## src/common/aicr_pkg.sv

```systemverilog
// Package for the converter configuration register slice
package aicr_pkg;

  localparam int unsigned AICR_AW = 8;
  localparam int unsigned AICR_DW = 8;

  // Register offsets
  localparam logic [7:0] AICR_OFS_AC_HYST = 8'h55;
  localparam logic [7:0] AICR_OFS_COARSE_OFS = 8'h60;
  localparam logic [7:0] AICR_OFS_FINE_OFS = 8'h61;
  localparam logic [7:0] AICR_OFS_MED_GAIN = 8'h62;
  localparam logic [7:0] AICR_OFS_FINE_GAIN = 8'h63;
  localparam logic [7:0] AICR_OFS_SAMPLE_SKEW = 8'h64;
  localparam logic [7:0] AICR_OFS_DIFF_TIMING = 8'h70;
  localparam logic [7:0] AICR_OFS_PHASE_STEP = 8'h71;
  localparam logic [7:0] AICR_OFS_RSVD_ZERO = 8'h72;
  localparam logic [7:0] AICR_OFS_DRIVE_FMT = 8'h73;
  localparam logic [7:0] AICR_OFS_TIMING_OPT = 8'h74;
  localparam logic [7:0] AICR_OFS_CFG_CHECK = 8'h75;

  // Values after reset
  localparam logic [7:0] AICR_RST_AC_HYST = 8'h00;
  localparam logic [7:0] AICR_RST_SEED = 8'h00;
  localparam logic [7:0] AICR_RST_FINE_GAIN = 8'h80;
  localparam logic [7:0] AICR_RST_SAMPLE_SKEW = 8'h80;
  localparam logic [7:0] AICR_RST_DIFF_TIMING = 8'h80;
  localparam logic [7:0] AICR_RST_PHASE_STEP = 8'h00;
  localparam logic [7:0] AICR_RST_RSVD_ZERO = 8'h00;
  localparam logic [7:0] AICR_RST_DRIVE_FMT = 8'h00;
  localparam logic [7:0] AICR_RST_TIMING_OPT = 8'h00;

  // Field positions
  localparam int unsigned AICR_FMT_LSB = 0;
  localparam int unsigned AICR_DRV_LSB = 5;
  localparam int unsigned AICR_DLL_BIT = 6;
  localparam int unsigned AICR_PHASE_BIT = 0;

  typedef enum logic [2:0] {
    AICR_DRV_PIN = 3'h0,
    AICR_DRV_LVDS_2MA = 3'h1,
    AICR_DRV_LVDS_3MA = 3'h2,
    AICR_DRV_LVCMOS = 3'h4
  } aicr_drive_t;

  typedef enum logic [2:0] {
    AICR_FMT_PIN = 3'h0,
    AICR_FMT_TWOS = 3'h1,
    AICR_FMT_GRAY = 3'h2,
    AICR_FMT_OFFSET_BIN = 3'h4
  } aicr_format_t;

  // Register access request from the serial port
  typedef struct packed {
    logic wr;
    logic rd;
    logic [7:0] addr;
    logic [7:0] wdata;
  } aicr_req_t;

  // Seeds handed to the interleave correction engine
  typedef struct packed {
    logic [7:0] ac_hyst;
    logic [7:0] coarse_ofs;
    logic [7:0] fine_ofs;
    logic [7:0] med_gain;
    logic [7:0] fine_gain;
    logic [7:0] sample_skew;
  } aicr_seed_t;

  // Decoded output configuration
  typedef struct packed {
    logic drive_valid;
    logic [2:0] drive;
    logic format_valid;
    logic [2:0] format;
    logic dll_slow;
    logic [7:0] diff_timing;
    logic phase_step;
  } aicr_outcfg_t;

endpackage

```

## src/hdl/aicr_decode.sv

```systemverilog
// Decoder of the output drive and format fields
`timescale 1ns/1ps
module aicr_decode
  import aicr_pkg::*;
(
  input wire logic [7:0] drive_fmt,
  input wire logic [7:0] timing_opt,
  output logic drive_valid,
  output logic [2:0] drive,
  output logic format_valid,
  output logic [2:0] format,
  output logic dll_slow
);

  always_comb
  begin
    drive = drive_fmt[AICR_DRV_LSB +: 3];
    format = drive_fmt[AICR_FMT_LSB +: 3];
    dll_slow = timing_opt[AICR_DLL_BIT];
    // Reserved codes flagged invalid
    case (drive)
      AICR_DRV_PIN, AICR_DRV_LVDS_2MA, AICR_DRV_LVDS_3MA, AICR_DRV_LVCMOS: drive_valid = 1'b1;
      default: drive_valid = 1'b0;
    endcase
    case (format)
      AICR_FMT_PIN, AICR_FMT_TWOS, AICR_FMT_GRAY, AICR_FMT_OFFSET_BIN: format_valid = 1'b1;
      default: format_valid = 1'b0;
    endcase
  end

endmodule // aicr_decode

```

## src/hdl/aicr_regs.sv

```systemverilog
// Interleave seed and output configuration register bank
//
// How it works
// - Offset 0x55 holds an 8-bit hysteresis for the engine's AC power detector.
// - Offset 0x60 holds the coarse offset value loaded when the correction loop starts.
// - Offset 0x61 holds the fine offset value loaded when the correction loop starts.
// - Offset 0x62 holds the medium gain value loaded when the correction loop starts.
// - Offset 0x63 holds the fine gain start value and resets to 0x80.
// - Offset 0x64 holds the sample-time skew start value and resets to 0x80.
// - Offset 0x73 selects output driver and data format with 3-bit codes, others reserved.
`timescale 1ns/1ps
module aicr_regs
  import aicr_pkg::*;
(
  input wire logic sys_clk,
  input wire logic rst_n,
  input wire logic soft_rst,
  input wire aicr_req_t req,
  input wire logic [7:0] cfg_check,
  output logic [7:0] rdata,
  output logic rvalid,
  output aicr_seed_t seed,
  output aicr_outcfg_t outcfg
);

  ////////////////////////////////////////////////////////////////////////////
  // Soft-reset domain: seeds and global timing
  logic [7:0] ac_hyst_r, ac_hyst_nxt;
  logic [7:0] coarse_ofs_r, coarse_ofs_nxt;
  logic [7:0] fine_ofs_r, fine_ofs_nxt;
  logic [7:0] med_gain_r, med_gain_nxt;
  logic [7:0] fine_gain_r, fine_gain_nxt;
  logic [7:0] sample_skew_r, sample_skew_nxt;
  logic [7:0] diff_timing_r, diff_timing_nxt;
  logic [7:0] phase_step_r, phase_step_nxt;

  always_comb
  begin
    ac_hyst_nxt = ac_hyst_r;
    coarse_ofs_nxt = coarse_ofs_r;
    fine_ofs_nxt = fine_ofs_r;
    med_gain_nxt = med_gain_r;
    fine_gain_nxt = fine_gain_r;
    sample_skew_nxt = sample_skew_r;
    diff_timing_nxt = diff_timing_r;
    phase_step_nxt = phase_step_r;
    if (soft_rst)
    begin
      ac_hyst_nxt = AICR_RST_AC_HYST;
      coarse_ofs_nxt = AICR_RST_SEED;
      fine_ofs_nxt = AICR_RST_SEED;
      med_gain_nxt = AICR_RST_SEED;
      fine_gain_nxt = AICR_RST_FINE_GAIN;
      sample_skew_nxt = AICR_RST_SAMPLE_SKEW;
      diff_timing_nxt = AICR_RST_DIFF_TIMING;
      phase_step_nxt = AICR_RST_PHASE_STEP;
    end
    else if (req.wr)
    begin
      case (req.addr)
        AICR_OFS_AC_HYST: ac_hyst_nxt = req.wdata;
        AICR_OFS_COARSE_OFS: coarse_ofs_nxt = req.wdata;
        AICR_OFS_FINE_OFS: fine_ofs_nxt = req.wdata;
        AICR_OFS_MED_GAIN: med_gain_nxt = req.wdata;
        AICR_OFS_FINE_GAIN: fine_gain_nxt = req.wdata;
        AICR_OFS_SAMPLE_SKEW: sample_skew_nxt = req.wdata;
        AICR_OFS_DIFF_TIMING: diff_timing_nxt = req.wdata;
        AICR_OFS_PHASE_STEP: phase_step_nxt = {7'h00, req.wdata[AICR_PHASE_BIT]};
        default: ;
      endcase
    end
  end

  always_ff @(posedge sys_clk)
  begin
    if (!rst_n)
    begin
      ac_hyst_r <= AICR_RST_AC_HYST;
      coarse_ofs_r <= AICR_RST_SEED;
      fine_ofs_r <= AICR_RST_SEED;
      med_gain_r <= AICR_RST_SEED;
      fine_gain_r <= AICR_RST_FINE_GAIN;
      sample_skew_r <= AICR_RST_SAMPLE_SKEW;
      diff_timing_r <= AICR_RST_DIFF_TIMING;
      phase_step_r <= AICR_RST_PHASE_STEP;
    end
    else
    begin
      ac_hyst_r <= ac_hyst_nxt;
      coarse_ofs_r <= coarse_ofs_nxt;
      fine_ofs_r <= fine_ofs_nxt;
      med_gain_r <= med_gain_nxt;
      fine_gain_r <= fine_gain_nxt;
      sample_skew_r <= sample_skew_nxt;
      diff_timing_r <= diff_timing_nxt;
      phase_step_r <= phase_step_nxt;
    end
  end

  ////////////////////////////////////////////////////////////////////////////
  // Full-reset domain: output configuration, soft reset ignored
  logic [7:0] rsvd_zero_r, rsvd_zero_nxt;
  logic [7:0] drive_fmt_r, drive_fmt_nxt;
  logic [7:0] timing_opt_r, timing_opt_nxt;

  always_comb
  begin
    rsvd_zero_nxt = rsvd_zero_r;
    drive_fmt_nxt = drive_fmt_r;
    timing_opt_nxt = timing_opt_r;
    if (req.wr)
    begin
      case (req.addr)
        AICR_OFS_RSVD_ZERO: rsvd_zero_nxt = req.wdata;
        AICR_OFS_DRIVE_FMT: drive_fmt_nxt = req.wdata;
        AICR_OFS_TIMING_OPT: timing_opt_nxt = req.wdata;
        default: ;
      endcase
    end
  end

  always_ff @(posedge sys_clk)
  begin
    if (!rst_n)
    begin
      rsvd_zero_r <= AICR_RST_RSVD_ZERO;
      drive_fmt_r <= AICR_RST_DRIVE_FMT;
      timing_opt_r <= AICR_RST_TIMING_OPT;
    end
    else
    begin
      rsvd_zero_r <= rsvd_zero_nxt;
      drive_fmt_r <= drive_fmt_nxt;
      timing_opt_r <= timing_opt_nxt;
    end
  end

  ////////////////////////////////////////////////////////////////////////////
  // Read path, registered
  logic [7:0] rdata_r, rdata_nxt;
  logic rvalid_r, rvalid_nxt;

  always_comb
  begin
    rvalid_nxt = req.rd;
    rdata_nxt = 8'h00;
    if (req.rd)
    begin
      case (req.addr)
        AICR_OFS_AC_HYST: rdata_nxt = ac_hyst_r;
        AICR_OFS_COARSE_OFS: rdata_nxt = coarse_ofs_r;
        AICR_OFS_FINE_OFS: rdata_nxt = fine_ofs_r;
        AICR_OFS_MED_GAIN: rdata_nxt = med_gain_r;
        AICR_OFS_FINE_GAIN: rdata_nxt = fine_gain_r;
        AICR_OFS_SAMPLE_SKEW: rdata_nxt = sample_skew_r;
        AICR_OFS_DIFF_TIMING: rdata_nxt = diff_timing_r;
        AICR_OFS_PHASE_STEP: rdata_nxt = phase_step_r;
        AICR_OFS_RSVD_ZERO: rdata_nxt = rsvd_zero_r;
        AICR_OFS_DRIVE_FMT: rdata_nxt = drive_fmt_r;
        AICR_OFS_TIMING_OPT: rdata_nxt = timing_opt_r;
        AICR_OFS_CFG_CHECK: rdata_nxt = cfg_check;
        default: rdata_nxt = 8'h00;
      endcase
    end
  end

  always_ff @(posedge sys_clk)
  begin
    if (!rst_n)
    begin
      rdata_r <= 8'h00;
      rvalid_r <= 1'b0;
    end
    else
    begin
      rdata_r <= rdata_nxt;
      rvalid_r <= rvalid_nxt;
    end
  end

  assign rdata = rdata_r;
  assign rvalid = rvalid_r;

  ////////////////////////////////////////////////////////////////////////////
  // Outputs to the correction engine and output stage
  logic dec_drive_valid, dec_format_valid, dec_dll_slow;
  logic [2:0] dec_drive, dec_format;

  always_comb
  begin
    seed.ac_hyst = ac_hyst_r;
    seed.coarse_ofs = coarse_ofs_r;
    seed.fine_ofs = fine_ofs_r;
    seed.med_gain = med_gain_r;
    seed.fine_gain = fine_gain_r;
    seed.sample_skew = sample_skew_r;
    outcfg.diff_timing = diff_timing_r;
    outcfg.phase_step = phase_step_r[AICR_PHASE_BIT];
    outcfg.drive_valid = dec_drive_valid;
    outcfg.drive = dec_drive;
    outcfg.format_valid = dec_format_valid;
    outcfg.format = dec_format;
    outcfg.dll_slow = dec_dll_slow;
  end

  aicr_decode u_decode (
    .drive_fmt(drive_fmt_r),
    .timing_opt(timing_opt_r),
    .drive_valid(dec_drive_valid),
    .drive(dec_drive),
    .format_valid(dec_format_valid),
    .format(dec_format),
    .dll_slow(dec_dll_slow)
  );

  ////////////////////////////////////////////////////////////////////////////
  // Assertions
  a_fine_gain_reset: assert property (@(posedge sys_clk)
    !rst_n |=> fine_gain_r == AICR_RST_FINE_GAIN)
    else $error("fine gain seed not 0x80 after reset");

  a_skew_reset: assert property (@(posedge sys_clk)
    !rst_n |=> sample_skew_r == AICR_RST_SAMPLE_SKEW)
    else $error("sample skew seed not 0x80 after reset");

  a_hyst_write: assert property (@(posedge sys_clk) disable iff (!rst_n)
    req.wr && !soft_rst && req.addr == AICR_OFS_AC_HYST |=> seed.ac_hyst == $past(req.wdata))
    else $error("hysteresis write not stored");

  a_coarse_write: assert property (@(posedge sys_clk) disable iff (!rst_n)
    req.wr && !soft_rst && req.addr == AICR_OFS_COARSE_OFS |=> seed.coarse_ofs == $past(req.wdata))
    else $error("coarse offset write not stored");

  a_fine_ofs_rd: assert property (@(posedge sys_clk) disable iff (!rst_n)
    req.rd && req.addr == AICR_OFS_FINE_OFS |=> rvalid && rdata == $past(fine_ofs_r))
    else $error("fine offset readback wrong");

  a_med_gain_rd: assert property (@(posedge sys_clk) disable iff (!rst_n)
    req.wr && !soft_rst && req.addr == AICR_OFS_MED_GAIN ##1 req.rd && req.addr == AICR_OFS_MED_GAIN
    |=> rdata == $past(req.wdata, 2))
    else $error("medium gain write then read mismatch");

  a_rsvd_write: assert property (@(posedge sys_clk) disable iff (!rst_n)
    req.wr && req.addr == AICR_OFS_RSVD_ZERO |=> rsvd_zero_r == $past(req.wdata))
    else $error("reserved register not stored");

  a_drive_decode: assert property (@(posedge sys_clk) disable iff (!rst_n)
    outcfg.drive_valid == (outcfg.drive inside {3'h0, 3'h1, 3'h2, 3'h4}) &&
    outcfg.format_valid == (outcfg.format inside {3'h0, 3'h1, 3'h2, 3'h4}))
    else $error("drive or format decode wrong");

  a_soft_keep: assert property (@(posedge sys_clk) disable iff (!rst_n)
    soft_rst && !req.wr |=> $stable(drive_fmt_r) && $stable(timing_opt_r) && $stable(rsvd_zero_r))
    else $error("output config changed on soft reset");

  a_dll_range: assert property (@(posedge sys_clk) disable iff (!rst_n)
    req.wr && req.addr == AICR_OFS_TIMING_OPT |=> outcfg.dll_slow == $past(req.wdata[6]))
    else $error("dll range not taken from bit 6");

endmodule // aicr_regs

```

## config.mk

```make
export PLATFORM = sky130hd
export DESIGN_NAME = aicr_regs
export DESIGN_NICKNAME = d
export VERILOG_FILES = /design/src/common/aicr_pkg.sv /design/src/hdl/aicr_decode.sv /design/src/hdl/aicr_regs.sv
export SDC_FILE = /design/constraint.sdc
export NUM_CORES = 1
export LEC_CHECK = 0
export BUFFER_PORTS_ARGS = -buffer_cell sky130_fd_sc_hd__buf_2
export CORE_MARGIN = 3
export CORE_UTILIZATION = 50
export DETAILED_ROUTE_END_ITERATION = 8
export PLACE_DENSITY_LB_ADDON = 0.1
export SLEW_MARGIN = 25
export SYNTH_ARGS = -nofsm -noshare
export SYNTH_HDL_FRONTEND = slang
export SYNTH_HIERARCHICAL = 1
export SYNTH_SLANG_ARGS = --single-unit
```

## constraint.sdc

```tcl
create_clock -name sys_clk -period 1.79 [get_ports sys_clk]
set_input_delay 0.179 -clock sys_clk [delete_from_list [all_inputs] [get_ports sys_clk]]
set_output_delay 0.179 -clock sys_clk [all_outputs]
set_load 0.01 [all_outputs]
```

==> results of run 1 <==
-- logic make-up after synthesis --
group                  count (synthesis)  synth area share [%]
AND/OR/NAND/NOR                      220                 24.77
AO/OA/AOI/OAI                        115                 17.43
flip-flops                            90                 42.27
buffers and inverters                 53                 5.988
multiplexers                          37                 9.539
-- final timing paths --
check | end | cells after the start
worst max-delay path | rdata[4]$_SDFF_PN0_ | 4
worst min-delay path | rvalid$_SDFF_PN0_ | 2
worst max register to register | rdata[4]$_SDFF_PN0_ | 4
worst min register to register | timing_opt_r[7]$_SDFFE_PN0P_ | 2
-- synthesized netlist by cell type (all sizes together) (4+ instances only) --
cell    number  share of area, %
a31oi       10               1.5
nand3       65               8.0
dfxtp       90                42
o21ai       10               1.2
mux2i       26               6.1
o22ai        4              0.59
a22oi       13               2.3
nor2b        6              0.88
clkbuf      24               2.1
and2         6              0.88
buf         28               3.8
a21boi      24               4.2
mux2         9               2.4
a21oi       38               4.5
nor2        30               2.7
a22o         5               1.0
nand2       95               8.4
-- per-stage QoR --
stage                     instances  instance area (um^2)  hold WS, ns
after floorplan                 515                  4263       0.3030
after global placement          697                  4906       0.4298
after detailed placement        697                  4906       0.4214
after CTS                       712                  5090      0.05261
after global routing            712                  5090      0.07743
final                           712                  5090      0.05827
-- state kept, by name, summed over array words and instances (netlist names) --
register       cells
sample_skew_r      8
rvalid             1
diff_timing_r      8
timing_opt_r       8
drive_fmt_r        8
fine_gain_r        8
rdata              8
coarse_ofs_r       8
ac_hyst_r          8
phase_step_r       1
rsvd_zero_r        8
fine_ofs_r         8
med_gain_r         8
-- layout make-up --
| cell class | count | area [um^2] |
|---|---|---|
| fillers | 780 | 3168 |
| flip-flops and latches | 90 | 1802 |
| clock inverters | 5 | 56.30 |
| repair buffers | 129 | 760.7 |
| clock buffers | 10 | 127.6 |
| multi-input cells | 372 | 2208 |
| well taps | 105 | 131.4 |
| inverters | 1 | 3.754 |
-- where the power goes --
part / internal [W] / total, W / switching, W
Clock: 0.000637 / 0.00135 / 0.000717
Combinational: 0.0000974 / 0.000288 / 0.000190
Sequential: 0.00200 / 0.00200 / 0.00000138
Total: 0.00274 / 0.00364 / 0.000908
-- metal layers --
layer / wire, um / share of wire (%) / vias up
li1: - / - / 1974
met1: 6403 / 46 / 1967
met2: 6176 / 44 / 200
met3: 1037 / 7.4 / 20
met4: 345 / 2.5 / 0
met5: 0 / 0 / -
-- worst reg2reg max path, delay by kind of cell, from the launching register on --
kind / cells / cell delay [ns]
AO/OA/AOI/OAI: 3 / 0.68
flip-flops: 1 / 0.33
multiplexers: 1 / 0.28
==> impl_metrics.ini, run 1 <==
[critical_path]
first_element_of_the_critical_path = sample_skew_r[4]$_SDFFE_PP0P_
critPathKind = register to register
crit_path_top_delay_cell = sky130_fd_sc_hd__dfxtp_1
worst_ep_required_time_ns = 2.03
worst_path_top_cell_family_by_delay = compound AO/OA/AOI/OAI gates
cp.arrival_ns = 1.64
critical_path_peak_fanout = 3
critical_path_buf_inv_count = 0
timing.critical_path.slowest_cell_delay_ns = 0.33
reg2reg_slack_ns = 0.39
type_of_element_launching_the_critical_path = register
critPathCaptureType = register
regToRegStartpoint = sample_skew_r[4]$_SDFFE_PP0P_
worstPathCellList = mux2_1, a22o_1, a22oi_1, a31oi_1

[sta]
final-max-slew-violation-count = 0
period_needed_ns = 1.401
achievable_freq_mhz = 713.6
fin_tns_setup_ns = 0
post-route-worst-setup-slack_ns = 0.3886
rsz0062_at_grt = no
final_hold_viol_count = 0
timing.slew.headroom_pct = 68.96
layout_worst_path_cycle_share_pct = 78.29
report.final.setup_viol = 0
worstMarginPinSlew_ns = 0.4646
finalClockSkew_ns = 0.01378

[cts]
cts.path.max_buffers = 2
number_of_h_tree_levels = 3
post_cts.resized_instances = 0
clock_tree.root_cell = sky130_fd_sc_hd__clkbuf_8
cts.hold.buffers_added = 0
inserted_clock_buffers = 9
clock_insertion_delay_worst_skew_ns = 0.36
total_setup_buffers_inserted_after_cts = 0
clkSlewWorstSetupHoldPaths_ns = 0.09
tritoncts_num_sinks = 90
cts_tree = done

[drt]
vias = 4161
antenna_violating_nets_post_route = 0
post_drt_via_cell_ratio = 5.844
drtIter0Drc = 326
routed_wl_um = 13960
drc_errors = 0
routed_wire_per_std_cell_um = 19.61
drt_pass1_iterations = 5

[global_routing]
grt_busiest_layer = met1
groute.layer.met1.usage_pct = 42.81
antenna_found_initial = 0
groute.layer.met3.usage_pct = 4.929
grt_max_degree = 47
via_count_of_the_first_global_routing_pass = 3801
grt_pass1_wl_um = 21670
gr-total-overflow = 0
track_usage_pct = 28.91
global_route.usage.met2_pct = 42.59

[synth]
synth-edff-count = 0
yosysWarnings = 6
mappedNetlistNets = 544
post_synth_inst_count = 515
synth_area_um2 = 4263
synth.ff_latch_count = 90
ys_dominant_reg_cell = sky130_fd_sc_hd__dfxtp_1
synth_async_sr_flop_share_pct = 0
synth.avg_cell_area_um2 = 8.277
synth.lib_cells_used.distinct = 48
yosysSeqAreaShare_pct = 42.27

[layout]
num-nets-final = 632
post-route-util_pct = 61.64
most_frequent_standard_cell_in_the_layout_excluding_fill_and_tap_cells = sky130_fd_sc_hd__buf_2
area_growth_pct = 19.40
insertedDiodeCount = 0
most-common-layout-cells = 103 x sky130_fd_sc_hd__buf_2, 95 x sky130_fd_sc_hd__nand2_1, 90 x sky130_fd_sc_hd__dfxtp_1, 63 x sky130_fd_sc_hd__nand3_1, 38 x sky130_fd_sc_hd__a21oi_1
final_layout_size_suffix_gt1_share_pct = 26.19

[floorplanning]
std_cell_rows = 33
effective_utilization_at_floorplan_pct = 51.62
dieArea_um2 = 9670
die-width_um = 98.34
io_pins = 104
design.core.area_um2 = 8258
die_h_um = 98.34

[placement]
dp.final_hpwl_um = 10210
io_buffers = 103
pre_cts_slack_ns = 0.1109
final_weighted_congestion_in_routability_driven_placement = 1.053

[power_and_ir_drop]
p_leak_nw = 2.038
powerDensity_nw_per_um2 = 716.1
design_power_total_w = 0.003645
ir_worst_vdd_mv = 0.3920

[outcome]
outcome = finished clean

[hold_path]
min_from = req[16]
hold_path_class = primary input to register

[run]
maxCapViolCount = 0
Note: power is estimated with default switching activity, not from simulation.
==> run 2, diff against run 1 <==
--- a/config.mk
+++ b/config.mk
@@ -5,6 +5,7 @@
 export SDC_FILE = /design/constraint.sdc
 export NUM_CORES = 1
 export LEC_CHECK = 0
+export ABC_AREA = 1
 export BUFFER_PORTS_ARGS = -buffer_cell sky130_fd_sc_hd__buf_2
 export CORE_MARGIN = 3
 export CORE_UTILIZATION = 50
==> constraint.sdc (replaced) <==
create_clock -name sys_clk -period 1.5 [get_ports sys_clk]
set_input_delay 0.15 -clock sys_clk [delete_from_list [all_inputs] [get_ports sys_clk]]
set_output_delay 0.15 -clock sys_clk [all_outputs]
set_load 0.01 [all_outputs]
==> run 2 against run 1 <==
Total power is 21% higher. Critical endpoint is now outcfg[13]. Count of clock-buffer cells in the layout grew 1. Critical path type is now register to output port. Die area up 2.1%. Clock skew shrank 0.0085 ns. Sequential power up 20%. Combinational power rose by 2%.
==> impl_metrics.ini, run 2 <==
[synth]
post_synth_inst_count = 621
synth_async_sr_flop_share_pct = 0
synth_top_cells_by_count = 107 x sky130_fd_sc_hd__nand2_1, 93 x sky130_fd_sc_hd__nand3_1, 90 x sky130_fd_sc_hd__dfxtp_1, 81 x sky130_fd_sc_hd__inv_1, 78 x sky130_fd_sc_hd__a21oi_1
yosysSeqAreaShare_pct = 41.33
mappedNetlistNets = 650
synth.avg_cell_area_um2 = 7.020
ys_dominant_reg_cell = sky130_fd_sc_hd__dfxtp_1
yosysWarnings = 6
yosysMostFrequentCell = sky130_fd_sc_hd__nand2_1
synthTopCellsByArea = sky130_fd_sc_hd__dfxtp_1 41%, sky130_fd_sc_hd__nand3_1 11%, sky130_fd_sc_hd__nand2_1 9.2%
synth-edff-count = 0
synth.ff_latch_count = 90
synth_area_um2 = 4359
synth_top_area_cell = sky130_fd_sc_hd__dfxtp_1
synth_top_area_share_pct = 41.33
synth.lib_cells_used.distinct = 22

[hold_path]
min_from = req[16]
hold_path_class = primary input to register

[critical_path]
critical_path_peak_fanout = 5
timing.critical_path.slowest_cell_delay_ns = 0.43
crit_path_top_delay_cell = sky130_fd_sc_hd__dfxtp_1
reg2reg_slack_ns = 0.44
type_of_element_launching_the_critical_path = register
timing.critical_path.mode_cell = sky130_fd_sc_hd__nand2_1
critPathKind = register to output port
worstPathCellList = nand2_1, nand2_1, nand2_1, buf_2
first_element_of_the_critical_path = drive_fmt_r[2]$_SDFFE_PN0P_
critPathCaptureType = output port
regToRegStartpoint = med_gain_r[1]$_SDFFE_PP0P_
cp.arrival_ns = 1.08
worst_ep_required_time_ns = 1.35

[floorplanning]
std_cell_rows = 33
io_pins = 104
die_h_um = 99.37
die-width_um = 99.37
design.core.area_um2 = 8341
effective_utilization_at_floorplan_pct = 52.27
dieArea_um2 = 9874

[sta]
rsz0062_at_grt = no
period_needed_ns = 1.232
final-max-slew-violation-count = 0
report.final.setup_viol = 0
final_hold_viol_count = 0
fin_tns_setup_ns = 0
layout_worst_path_cycle_share_pct = 82.11
finalClockSkew_ns = 0.005300
achievable_freq_mhz = 811.9
timing.slew.headroom_pct = 74.45
worstMarginPinSlew_ns = 0.3832

[layout]
most_frequent_standard_cell_in_the_layout_excluding_fill_and_tap_cells = sky130_fd_sc_hd__nand2_1
fill_cells = 834
num-nets-final = 734
post-route-util_pct = 60.89
insertedDiodeCount = 0
area_growth_pct = 16.50
final_layout_size_suffix_gt1_share_pct = 23.10
most-common-layout-cells = 107 x sky130_fd_sc_hd__nand2_1, 103 x sky130_fd_sc_hd__buf_2, 93 x sky130_fd_sc_hd__nand3_1, 90 x sky130_fd_sc_hd__dfxtp_1, 81 x sky130_fd_sc_hd__inv_1

[global_routing]
grt_max_degree = 34
grt_pass1_wl_um = 20220
track_usage_pct = 26.07
gr-total-overflow = 0
antenna_found_initial = 0
via_count_of_the_first_global_routing_pass = 3906

[drt]
drc_errors = 0
routed_wl_um = 12850
antenna_violating_nets_post_route = 0
routed_wire_per_std_cell_um = 15.76
post_drt_via_cell_ratio = 5.328
vias = 4342
drtIter0Drc = 243
drt_pass1_iterations = 5

[cts]
cts.path.max_buffers = 2
total_setup_buffers_inserted_after_cts = 0
clkSlewWorstSetupHoldPaths_ns = 0.09
cts_tree = done
number_of_h_tree_levels = 3
post_cts.resized_instances = 0
tritoncts_num_sinks = 90
clock_tree.root_cell = sky130_fd_sc_hd__clkbuf_8
inserted_clock_buffers = 9
clock_insertion_delay_worst_skew_ns = 0.36
cts.hold.buffers_added = 0

[power_and_ir_drop]
p_leak_nw = 2.284
powerDensity_nw_per_um2 = 866.8
ir_worst_vdd_mv = 0.4744

[placement]
dp.final_hpwl_um = 9170
io_buffers = 103
final_weighted_congestion_in_routability_driven_placement = 0.8739

[outcome]
outcome = finished clean

[run]
maxCapViolCount = 0
run 2: changes by cell type after synthesis, moves of 9 or more:
cell,delta
sky130_fd_sc_hd__inv_1,+80
sky130_fd_sc_hd__a22oi_1,-13
sky130_fd_sc_hd__clkbuf_1,-9
sky130_fd_sc_hd__nand2_1,+12
sky130_fd_sc_hd__a21oi_1,+40
sky130_fd_sc_hd__o21ai_0,+49
sky130_fd_sc_hd__a31oi_1,-10
sky130_fd_sc_hd__nand3_1,+30
sky130_fd_sc_hd__mux2i_1,-26
sky130_fd_sc_hd__a21boi_1,-24
run 2: cells by family (layout without fill, tap and decap cells):
group	count (synthesis)	in the layout	share of synthesized area, %
compound gates	140	140	16.13
buf+inv	137	226	14.29
flops	90	90	41.33
simple gates	254	254	28.24
run 2: final timing paths:
path	depth (start not counted)	to
max	4	outcfg[13]
min	3	rvalid$_SDFF_PN0_
max reg2reg	6	rdata[1]$_SDFF_PN0_
min reg2reg	2	rsvd_zero_r[6]$_SDFFE_PN0P_
run 2: final cells by class:
class	instances	area (um^2)	area share [%]
sequential	90	1802	35.48
tap	105	131.4	2.587
clock buffer	11	141.4	2.784
timing repair buffer	121	675.6	13.30
multi-input combinational	394	1934	38.09
inverter	89	334.1	6.578
clock inverter	5	60.06	1.183
run 2: routing by layer:
metal	up-vias	global-route usage, %	routed length, um
met5	-	0	0
li1	2158	-	-
met1	1978	36.53	5662
met4	0	10.82	329
met3	24	3.717	957
met2	182	40.29	5897
run 2: worst max-delay path, delay by kind of cell (launching register included):
family | cells | cell delay, ns
AND/OR/NAND/NOR | 3 | 0.18
buffers and inverters | 1 | 0.13
flip-flops | 1 | 0.43
run 2: power by group:
group	total [W]	switching, W	leakage (nW)	internal (W)
Clock	0.00172	0.000890	0.100	0.000827
Sequential	0.00239	0.00000218	0.725	0.00239
Combinational	0.000293	0.000209	1.46	0.0000841
Total	0.00440	0.00110	2.28	0.00330
run 2: metrics by stage:
| step | total power, W | std cells | area, um^2 | hold WS [ns] | setup WS (ns) |
|---|---|---|---|---|---|
| after floorplan | 0.002622 | 621 | 4359 | 0.2884 | 0.3712 |
| after global placement | 0.002732 | 799 | 4877 | 0.4320 | 0.04901 |
| after detailed placement | 0.002739 | 799 | 4877 | 0.4365 | 0.002827 |
| after CTS | 0.004430 | 815 | 5079 | 0.1304 | 0.2368 |
| after global routing | 0.004547 | 815 | 5079 | 0.1601 | 0.1596 |
| final | 0.004402 | 815 | 5079 | 0.1347 | 0.2683 |
